### config.mk
export PLATFORM = sky130hd
export DESIGN_NAME = wcs_slice
export DESIGN_NICKNAME = d
export VERILOG_FILES = /design/src/wcs_pkg.sv /design/src/wcs_slice.sv
export SDC_FILE = /design/constraint.sdc
export NUM_CORES = 1
export LEC_CHECK = 0
export BUFFER_PORTS_ARGS = -buffer_cell sky130_fd_sc_hd__buf_2
export CORE_MARGIN = 2
export CORE_UTILIZATION = 56
export CTS_CLUSTER_DIAMETER = 200
export DETAILED_ROUTE_END_ITERATION = 8
export PLACE_DENSITY_LB_ADDON = 0.12
export SLEW_MARGIN = 5
export SYNTH_ARGS = -nofsm -noshare
export SYNTH_HDL_FRONTEND = slang
export SYNTH_SLANG_ARGS = --single-unit
### constraint.sdc
create_clock -name clock -period 4.4 [get_ports clock]
set_input_delay 0.88 -clock clock [delete_from_list [all_inputs] [get_ports clock]]
set_output_delay 0.88 -clock clock [all_outputs]
set_load 0.05 [all_outputs]
### src/wcs_pkg.sv
// package of constants and types for the word compare, shift and subtract slice
`default_nettype none

package wcs_pkg;

   // datapath widths
   localparam int WCS_XLEN = 64;
   localparam int WCS_WLEN = 32;
   localparam int WCS_IMM_W = 16;
   localparam int WCS_SHAMT_W = 5;
   localparam int WCS_REGIDX_W = 5;
   localparam int WCS_WSIGN_BIT = 31;

   // register bus widths
   localparam int WCS_ADDR_W = 8;
   localparam int WCS_DATA_W = 32;

   // register byte offsets
   localparam logic [7:0] WCS_CTRL_OFS = 8'h00;
   localparam logic [7:0] WCS_STATUS_OFS = 8'h04;
   localparam logic [7:0] WCS_MASK_OFS = 8'h08;
   localparam logic [7:0] WCS_OPCNT_OFS = 8'h0C;
   localparam logic [7:0] WCS_TRAPCNT_OFS = 8'h10;

   // control fields
   localparam int WCS_CTRL_EN_BIT = 0;
   localparam logic WCS_CTRL_EN_RST = 1'h1;

   // status and mask fields
   localparam int WCS_EVT_W = 3;
   localparam int WCS_EVT_OVF = 0;
   localparam int WCS_EVT_BADOP = 1;
   localparam int WCS_EVT_DONE = 2;
   localparam logic [2:0] WCS_MASK_RST = 3'h0;

   // operations handled by the slice
   typedef enum logic [3:0] {
      WCS_OP_SIGNED_COMPARE_REGS,
      WCS_OP_SIGNED_COMPARE_IMM,
      WCS_OP_UNSIGNED_COMPARE_IMM,
      WCS_OP_UNSIGNED_COMPARE_REGS,
      WCS_OP_ARITH_RIGHT_SHIFT_FIXED,
      WCS_OP_ARITH_RIGHT_SHIFT_VARIABLE,
      WCS_OP_LOGICAL_RIGHT_SHIFT_FIXED,
      WCS_OP_LOGICAL_RIGHT_SHIFT_VARIABLE,
      WCS_OP_DIFFERENCE_TRAPPING,
      WCS_OP_DIFFERENCE_WRAPAROUND
   } wcs_op_t;

   // one issued operation
   typedef struct packed {
      logic valid;
      wcs_op_t op;
      logic [63:0] first_source;
      logic [63:0] second_source;
      logic [15:0] immediate;
      logic [4:0] shift_amount_field;
      logic [4:0] dest_index;
   } wcs_req_t;

   // one retired operation
   typedef struct packed {
      logic valid;
      logic write_en;
      logic [4:0] dest_index;
      logic [63:0] data;
   } wcs_res_t;

endpackage : wcs_pkg

`default_nettype wire

### src/wcs_slice.sv
// word compare, shift and subtract execution slice with register port
`default_nettype none

module wcs_slice
   import wcs_pkg::*;
(
   // clock and reset
   input wire logic clock,
   input wire logic rst_n,
   // operation issue
   input wire wcs_req_t req,
   // operation result towards the register file
   output var wcs_res_t res,
   output var logic overflow_exc,
   // register port
   input wire logic [WCS_ADDR_W-1:0] reg_addr,
   input wire logic [WCS_DATA_W-1:0] reg_wdata,
   input wire logic reg_wr,
   input wire logic reg_rd,
   output var logic [WCS_DATA_W-1:0] reg_rdata,
   // interrupt
   output var logic irq
);

   // registers
   logic ctrl_en_reg; // slice enable
   logic [WCS_EVT_W-1:0] status_reg; // sticky events
   logic [WCS_EVT_W-1:0] status_next;
   logic [WCS_EVT_W-1:0] mask_reg; // interrupt mask
   logic [WCS_DATA_W-1:0] opcnt_reg; // retired operations
   logic [WCS_DATA_W-1:0] trapcnt_reg; // overflow traps
   wcs_res_t res_reg;
   wcs_res_t res_next;
   logic ovf_reg;
   logic ovf_next;
   logic [WCS_DATA_W-1:0] rdata_reg;
   logic [WCS_DATA_W-1:0] rdata_next;
   logic irq_reg;

   // datapath intermediates
   logic take; // request accepted this cycle
   logic [WCS_XLEN-1:0] imm_ext; // sign-extended immediate
   logic [WCS_WLEN-1:0] src_word; // low word of shift source
   logic [WCS_SHAMT_W-1:0] shift_dist; // chosen shift distance
   logic [WCS_WLEN-1:0] shift_word; // shifted word
   logic [WCS_WLEN:0] diff_ext; // 33-bit difference for overflow
   logic diff_ovf; // word overflow of subtract
   logic first_bad; // first source not a word value
   logic second_bad; // second source not a word value
   logic badop; // operand outside the defined range
   logic [WCS_EVT_W-1:0] events;
   logic status_hit;

   // word value test: bits 63 down to 31 all equal
   function automatic logic not_word(input logic [WCS_XLEN-1:0] v);
      not_word = !((&v[WCS_XLEN-1:WCS_WSIGN_BIT]) || !(|v[WCS_XLEN-1:WCS_WSIGN_BIT]));
   endfunction : not_word

   // sign-extend a 32-bit word to 64 bits
   function automatic logic [WCS_XLEN-1:0] sext_word(input logic [WCS_WLEN-1:0] w);
      sext_word = {{(WCS_XLEN-WCS_WLEN){w[WCS_WSIGN_BIT]}}, w};
   endfunction : sext_word

   // boolean result zero-filled to 64 bits
   function automatic logic [WCS_XLEN-1:0] set_bool(input logic b);
      set_bool = {{(WCS_XLEN-1){1'b0}}, b};
   endfunction : set_bool

   assign take = req.valid && ctrl_en_reg;

   // shared operand preparation
   always_comb begin
      imm_ext = {{(WCS_XLEN-WCS_IMM_W){req.immediate[WCS_IMM_W-1]}}, req.immediate};
      src_word = req.second_source[WCS_WLEN-1:0];
      // distance source depends on fixed or variable form
      unique case (req.op)
         WCS_OP_ARITH_RIGHT_SHIFT_VARIABLE,
         WCS_OP_LOGICAL_RIGHT_SHIFT_VARIABLE: begin
            shift_dist = req.first_source[WCS_SHAMT_W-1:0];
         end
         default: begin
            shift_dist = req.shift_amount_field;
         end
      endcase
      // arithmetic or logical fill
      unique case (req.op)
         WCS_OP_ARITH_RIGHT_SHIFT_FIXED,
         WCS_OP_ARITH_RIGHT_SHIFT_VARIABLE: begin
            shift_word = WCS_WLEN'($signed(src_word) >>> shift_dist);
         end
         default: begin
            shift_word = src_word >> shift_dist;
         end
      endcase
      // sign-extended 33-bit difference of the low words
      diff_ext = {req.first_source[WCS_WSIGN_BIT], req.first_source[WCS_WLEN-1:0]}
               - {req.second_source[WCS_WSIGN_BIT], req.second_source[WCS_WLEN-1:0]};
      diff_ovf = diff_ext[WCS_WLEN] ^ diff_ext[WCS_WSIGN_BIT];
      first_bad = not_word(req.first_source);
      second_bad = not_word(req.second_source);
   end

   // result selection per operation
   always_comb begin
      res_next = '0;
      ovf_next = 1'b0;
      badop = 1'b0;
      if (take) begin
         res_next.valid = 1'b1;
         res_next.write_en = 1'b1;
         res_next.dest_index = req.dest_index;
         unique case (req.op)
            // signed compares over full width
            WCS_OP_SIGNED_COMPARE_REGS: begin
               res_next.data = set_bool($signed(req.first_source)
                                        < $signed(req.second_source));
            end
            WCS_OP_SIGNED_COMPARE_IMM: begin
               res_next.data = set_bool($signed(req.first_source) < $signed(imm_ext));
            end
            // unsigned compares over full width
            WCS_OP_UNSIGNED_COMPARE_IMM: begin
               res_next.data = set_bool(req.first_source < imm_ext);
            end
            WCS_OP_UNSIGNED_COMPARE_REGS: begin
               res_next.data = set_bool(req.first_source < req.second_source);
            end
            // word shifts; bad source still yields the plain word result
            WCS_OP_ARITH_RIGHT_SHIFT_FIXED,
            WCS_OP_ARITH_RIGHT_SHIFT_VARIABLE,
            WCS_OP_LOGICAL_RIGHT_SHIFT_FIXED,
            WCS_OP_LOGICAL_RIGHT_SHIFT_VARIABLE: begin
               res_next.data = sext_word(shift_word);
               badop = second_bad;
            end
            // trapping subtract keeps the target on overflow
            WCS_OP_DIFFERENCE_TRAPPING: begin
               res_next.data = sext_word(diff_ext[WCS_WLEN-1:0]);
               res_next.write_en = !diff_ovf;
               ovf_next = diff_ovf;
               badop = first_bad || second_bad;
            end
            // wraparound subtract always writes, never traps
            WCS_OP_DIFFERENCE_WRAPAROUND: begin
               res_next.data = sext_word(diff_ext[WCS_WLEN-1:0]);
               badop = first_bad || second_bad;
            end
            // unknown code: retire without a write
            default: begin
               res_next.write_en = 1'b0;
            end
         endcase
      end
   end

   // result and overflow outputs
   always_ff @(posedge clock) begin
      if (!rst_n) begin
         res_reg <= '0;
         ovf_reg <= 1'b0;
      end else begin
         res_reg <= res_next;
         ovf_reg <= ovf_next;
      end
   end

   // event vector and status read hit
   always_comb begin
      events = '0;
      events[WCS_EVT_OVF] = ovf_next;
      events[WCS_EVT_BADOP] = badop;
      events[WCS_EVT_DONE] = res_next.valid;
      status_hit = reg_rd && (reg_addr == WCS_STATUS_OFS);
      // read clears, a new event in the same cycle survives
      status_next = (status_hit ? '0 : status_reg) | events;
   end

   // sticky status
   always_ff @(posedge clock) begin
      if (!rst_n) begin
         status_reg <= '0;
      end else begin
         status_reg <= status_next;
      end
   end

   // control and mask writes
   always_ff @(posedge clock) begin
      if (!rst_n) begin
         ctrl_en_reg <= WCS_CTRL_EN_RST;
         mask_reg <= WCS_MASK_RST;
      end else if (reg_wr) begin
         if (reg_addr == WCS_CTRL_OFS) begin
            ctrl_en_reg <= reg_wdata[WCS_CTRL_EN_BIT];
         end
         if (reg_addr == WCS_MASK_OFS) begin
            mask_reg <= reg_wdata[WCS_EVT_W-1:0];
         end
      end
   end

   // activity counters, cleared by any write to them
   always_ff @(posedge clock) begin
      if (!rst_n) begin
         opcnt_reg <= '0;
         trapcnt_reg <= '0;
      end else begin
         if (reg_wr && (reg_addr == WCS_OPCNT_OFS)) begin
            opcnt_reg <= '0;
         end else if (res_next.valid) begin
            opcnt_reg <= opcnt_reg + 1'b1;
         end
         if (reg_wr && (reg_addr == WCS_TRAPCNT_OFS)) begin
            trapcnt_reg <= '0;
         end else if (ovf_next) begin
            trapcnt_reg <= trapcnt_reg + 1'b1;
         end
      end
   end

   // read data decode, unmapped reads return zero
   always_comb begin
      rdata_next = '0;
      if (reg_rd) begin
         unique case (reg_addr)
            WCS_CTRL_OFS: begin
               rdata_next[WCS_CTRL_EN_BIT] = ctrl_en_reg;
            end
            WCS_STATUS_OFS: begin
               rdata_next[WCS_EVT_W-1:0] = status_reg;
            end
            WCS_MASK_OFS: begin
               rdata_next[WCS_EVT_W-1:0] = mask_reg;
            end
            WCS_OPCNT_OFS: begin
               rdata_next = opcnt_reg;
            end
            WCS_TRAPCNT_OFS: begin
               rdata_next = trapcnt_reg;
            end
            default: begin
               rdata_next = '0;
            end
         endcase
      end
   end

   // read data register, valid only the cycle after the strobe
   always_ff @(posedge clock) begin
      if (!rst_n) begin
         rdata_reg <= '0;
      end else begin
         rdata_reg <= rdata_next;
      end
   end

   // level interrupt from masked sticky status
   always_ff @(posedge clock) begin
      if (!rst_n) begin
         irq_reg <= 1'b0;
      end else begin
         irq_reg <= |(status_next & mask_reg);
      end
   end

   assign res = res_reg;
   assign overflow_exc = ovf_reg;
   assign reg_rdata = rdata_reg;
   assign irq = irq_reg;

endmodule : wcs_slice

`default_nettype wire
* After elaboration in Yosys (flattened, before gate mapping)
Cells that the tools add are included.
Word-level totals: bits in registers 176, logic and storage cells 81, output and inout bits 105, memory bits (writable) 0, ROM bits 0, memories 0, latch bits 0
Cells by class: div/mod/pow operators 0, reductions and logical operators 30, bitwise operators 4, $add $sub $neg 3, multiplexer cells 13, shift operators 2, equal/unequal tests 13, $mul 0, magnitude comparators 4
Operators with widths (count):
- 64-bit one-hot mux with 6 select lines | 1
- 64-bit less-than comparator | 3
- 71-bit 2-to-1 mux | 1
- 33-bit AND reduction | 2
- 33-bit OR reduction | 2
- 32-bit by 1-bit adder with 32-bit output, second input constant | 2
- 64-bit by 16-bit less-than comparator with 1-bit output | 1
- 29-bit one-hot mux with 2 select lines | 1
- 32-bit by 32-bit subtractor with 33-bit output | 1
- 32-bit 2-to-1 mux | 1
- 32-bit by 5-bit right shift with 32-bit output | 1
- 32-bit by 5-bit >>> shifter with 32-bit output | 1
- 4-bit by 3-bit == test with 1-bit output, second input constant | 4
- 8-bit by 4-bit == test with 1-bit output, second input constant | 2
- 2-bit OR reduction | 5
- 9-bit OR reduction | 1
- 4-bit by 2-bit == test with 1-bit output, second input constant | 2
- 4-bit == test, second input constant | 2
- 8-bit by 3-bit == test with 1-bit output, second input constant | 1
- 8-bit by 5-bit == test with 1-bit output, second input constant | 1
- 8-bit zero test | 1
- 2-bit one-hot mux with 4 select lines | 1
- 2-bit AND reduction | 4
- 1-bit zero test | 5
- 15 further kinds | 23

* Logic depth before layout (Yosys ltp)
depth in word-level cells 10, mapped depth 14

* Worst setup path before layout
OpenSTA, ideal clock, no wires.
path kind in2reg, start in req[25] in the netlist's numbering, end reg res_reg, in the netlist res[0], stages 10, path buffers 0, slack 0.872 ns, arrival time 3.469 ns, required time 4.341 ns, path through inv_1 ha_1 a211oi_1 o211ai_1 a31oi_1 o221ai_1 a311oi_1 nor2_1 nor4b_1 o31a_1
Between the ends: cells in the longest elaborated chain, start to end 2
Ends and longest elaborated chain:
- from (decl) | RTL line wcs_slice.sv:11 | input wire wcs_req_t req,
- 64-bit less-than comparator or 64-bit by 16-bit less-than comparator with 1-bit output (tied branches) | RTL line wcs_slice.sv:123, wcs_slice.sv:119
- 64-bit one-hot mux with 6 select lines (*) | RTL line wcs_slice.sv:112 | unique case (req.op)
- to (signal assigned) | RTL line wcs_slice.sv:162 | res_reg <= res_next;
- to (decl) | RTL line wcs_slice.sv:32 | wcs_res_t res_reg;
Every way passes the cells marked *; elsewhere a longest branch is shown, timed or not. A chain may end at the register's enable or synchronous reset.

* Worst setup path after layout
start in req[90] in the netlist's numbering, end reg trapcnt_reg[1]
Between the ends: cells in the longest elaborated chain, start to end 4
Ends and longest elaborated chain:
- 32-bit by 32-bit subtractor with 33-bit output | RTL line wcs_slice.sv:97 | - {req.second_source[WCS_WSIGN_BIT], req.second_source[WCS_WLEN-1:0]};
- 1-bit bitwise XOR | RTL line wcs_slice.sv:98 | diff_ovf = diff_ext[WCS_WLEN] ^ diff_ext[WCS_WSIGN_BIT];
- 1-bit 2-to-1 mux | RTL line wcs_slice.sv:112
- 1-bit 2-to-1 mux | RTL line wcs_slice.sv:108 | if (take) begin
- to (signal assigned) | RTL line wcs_slice.sv:216 | trapcnt_reg <= trapcnt_reg + 1'b1;
- to (decl) | RTL line wcs_slice.sv:31 | logic [WCS_DATA_W-1:0] trapcnt_reg;
Every way passes these cells.

==> out/qor.tcl <==
set qor(leak_nw) 6.83
set qor(htree_num_levels) 4
set qor(post_synth.cell_area_avg_um2) 8.04
set qor(mostFrequentLayoutCell) {buf_2}
set qor(relative_slew_slack) 0.340
set qor(finalSetupViolations) 0
set qor(ys_warn_count) 0
set qor(drv_slew) 0
set qor(final_layout_size_suffix_gt1_frac) 0.221
set qor(clk_slew_on_worst_s_h_paths_ns) 0.06
set qor(cp.required_ns) 4.74
set qor(pwr-share-clk) 0.358
set qor(worst-slew-pin-transition_ns) 0.965
set qor(area_growth_syn_to_layout_pct) 15.7
set qor(pwr-share-seq) 0.343
set qor(grt.overflow.total) 0
set qor(irDropWorstVdd_uv) 201
set qor(largest_register_ffs) 39
set qor(finalCritPeriodShare) 0.847
set qor(clock-root-buffer) {clkbuf_16}
set qor(most-common-layout-cells) {buf_2 (278), nand2_1 (164), dfxtp_1 (144)}
set qor(crit_fanout) 16
set qor(clk-insertion-delay-late_ns) 0.43
set qor(finalWeightedCongestion) 1.02
set qor(number_of_resized_instances_in_the_post_cts_repair_step) 0
set qor(hpwl_um) 31800
set qor(timing_worst_setup_path_type) {in2reg}
set qor(number_of_cell_instances_on_the_worst_register_to_register_path) 8
set qor(clkSinkCount) 144
set qor(rr_endpoint) {opcnt_reg[30]$_SDFFE_PP0P_}
set qor(antenna_found_initial) 0
set qor(die_area_mm2) 0.0243
set qor(tritoncts) {yes}
set qor(floorplan.initialDensity) 0.571
set qor(crit_path_end_kind) {flop}
set qor(synth-simple-area-share) 0.230
set qor(post_synth_fa_ha_maj_area_fraction) 0.126
set qor(post_synth_mux_area_share) 0.114
set qor(hold_path_class) {reg2reg}
set qor(core_area_mm2) 0.0226
set qor(p_switching_mw) 1.36
set qor(synth-compound-area-share) 0.204
set qor(netlist_instances) 1608
set qor(crit-reg2reg-launch) {ctrl_en_reg$_SDFFE_PN1P_}
set qor(cell_area_after_technology_mapping_mm2) 0.0129
set qor(synth_top_family_by_area) {simple AND/OR/NAND/NOR gates}
set qor(ys_seq_area_frac) 0.223
set qor(report.final.hold_viol_count) 0
set qor(worst_hold_startpoint) {trapcnt_reg[31]$_SDFFE_PP0P_}
set qor(pre_cts_ws_ns) 0.257
set qor(postCtsSetupBuffers) 0
set qor(design.final.nets) 2172
set qor(routed_wirelength_um) 40300
set qor(worst_ep_arrival_time_ns) 4.07
set qor(die_h_um) 156
set qor(detail_route.first_pass.iterations) 8
set qor(skew_ns) 0.0155
set qor(die_w_um) 156
set qor(main_synth_ff_type) {dfxtp_1}
set qor(internal_power_mw) 2.49
set qor(first_global_vias) 12200
set qor(routed_wire_length_per_instance_um) 18.9
set qor(worst_slack_setup_final_ns) 0.673
set qor(asyncSetResetFlopFracSynth) 0
set qor(reg2reg_setup_slack_ns) 1.59
set qor(drt_iter0_markers) 1064
set qor(drcViolationCount) 0
set qor(cts_inserted_buffers) 17
set qor(sw_frac_of_total) 0.353
set qor(hold_buffers) 0
set qor(number_of_register_bits_inferred_by_synthesis) 144
set qor(cts_max_path_buffers) 2
set qor(post_synth_num_cell_types) 83
set qor(syn-num-nets) 1941
set qor(power_density_mw_per_mm2) 258
set qor(grt_first_pass_wirelength_um) 63100
set qor(cap_violations) 0
set qor(synth_xor_area_frac) 0.0346
set qor(drt-vias-per-instance) 6.14
set qor(vias) 13100
set qor(num_io_pins) 308
set qor(worst_setup_path_start_kind) {input port}
set qor(placement_rows) 55
set qor(final.min_clock_period_ns) 3.73
set qor(synth_enable_flop_cells) 0
set qor(detail-route-antenna-nets) 0
set qor(buffer_ports.inserted) 278
set qor(rsz0062_at_grt) {no}
set qor(number_of_diodes_added_for_antenna_fixing) 0
set qor(grtUsageTotal) 0.325
set qor(worstHoldPathCells) 2
set qor(achievable-frequency_mhz) 268
set qor(outcome) {completed}
set qor(whs_endpoint) {trapcnt_reg[31]$_SDFFE_PP0P_}
set qor(totalNegativeSetupSlack_ns) 0
set qor(comb_power_share) 0.299
set qor(largest_net_degree_at_the_start_of_global_routing) 65
-- critical path: stages --
cell       delay [ns]
buf_2            0.14
inv_1            0.06
ha_1             0.14
inv_1            0.05
fa_1             0.39
a21o_1           0.20
a31oi_1          0.31
nor4b_2          0.13
o2111ai_1        0.29
nand4b_1         0.24
a21o_2           0.41
a211oi_2         0.52
mux2i_1          0.26
-- cell type report --
| class | count | area (um^2) |
|---|---|---|
| repair buffers | 312 | 1660 |
| flip-flops and latches | 144 | 2880 |
| multi-input cells | 1279 | 9190 |
| inverters | 85 | 319 |
| clock buffers | 18 | 429 |
| well taps | 285 | 357 |
| fillers | 1986 | 7680 |
| clock inverters | 14 | 124 |
-- per-layer routing --
metal	vias up	GRT usage	share of wire
met3	96	0.0575	0.080
met4	0	0.117	0.034
met2	586	0.537	0.46
met5	-	0	0
met1	6054	0.427	0.42
li1	6375	-	-
-- worst max-delay path by stage --
stage | start | endpoint | slack, ns | depth (start not counted)
2_1_floorplan | req[25] | res[0]$_SDFF_PN0_ | 0.87 | 10
3_3_place_gp | req[90] | trapcnt_reg[1]$_SDFFE_PP0P_ | 0.36 | 13
3_5_place_dp | req[90] | trapcnt_reg[1]$_SDFFE_PP0P_ | 0.26 | 13
4_1_cts | req[90] | trapcnt_reg[1]$_SDFFE_PP0P_ | 0.69 | 13
5_1_grt | req[90] | trapcnt_reg[1]$_SDFFE_PP0P_ | 0.46 | 13
6_report | req[90] | trapcnt_reg[1]$_SDFFE_PP0P_ | 0.67 | 13
-- cell families (layout without fill, tap and decap cells) --
family          after synthesis  after routing
fa+ha+maj                   130            130
simple gates                591            591
flops                       144            144
buf+inv                     185            429
mux                         116            116
compound gates              391            391
xor+xnor                     51             51
-- power by group through the flow --
stage / clock (mW) / combinational, mW / sequential (mW)
after floorplan: 0 / 0.731 / 1.39
after global placement: 0 / 1.11 / 1.35
after detailed placement: 0 / 1.12 / 1.35
after CTS: 1.39 / 1.13 / 1.32
after global routing: 1.45 / 1.25 / 1.33
final: 1.38 / 1.15 / 1.32
-- per-stage QoR --
| step | utilization | hold slack (ns) | instance area [um^2] | power, mW | std cells |
|---|---|---|---|---|---|
| finish | 0.661 | 0.477 | 15000 | 3.86 | 2137 |
| global route | 0.661 | 0.500 | 15000 | 4.03 | 2137 |
| CTS | 0.661 | 0.473 | 15000 | 3.85 | 2137 |
| detailed placement | 0.636 | 0.464 | 14400 | 2.48 | 2105 |
| global placement | 0.636 | 0.452 | 14400 | 2.46 | 2105 |
| floorplan | - | 0.443 | 12900 | 2.12 | 1608 |
-- cell usage after synthesis (38+ instances only) --
cell | number | area share
nand2_1 | 164 | 0.048
dfxtp_1 | 144 | 0.22
ha_1 | 129 | 0.12
nor2_1 | 124 | 0.036
a21oi_1 | 101 | 0.039
mux2i_1 | 86 | 0.067
inv_1 | 85 | 0.025
o21ai_0 | 62 | 0.024
nand4_1 | 59 | 0.029
nand3_1 | 48 | 0.019
clkbuf_1 | 44 | 0.013
a22oi_1 | 38 | 0.022
Note: power is estimated with default switching activity, not from simulation.
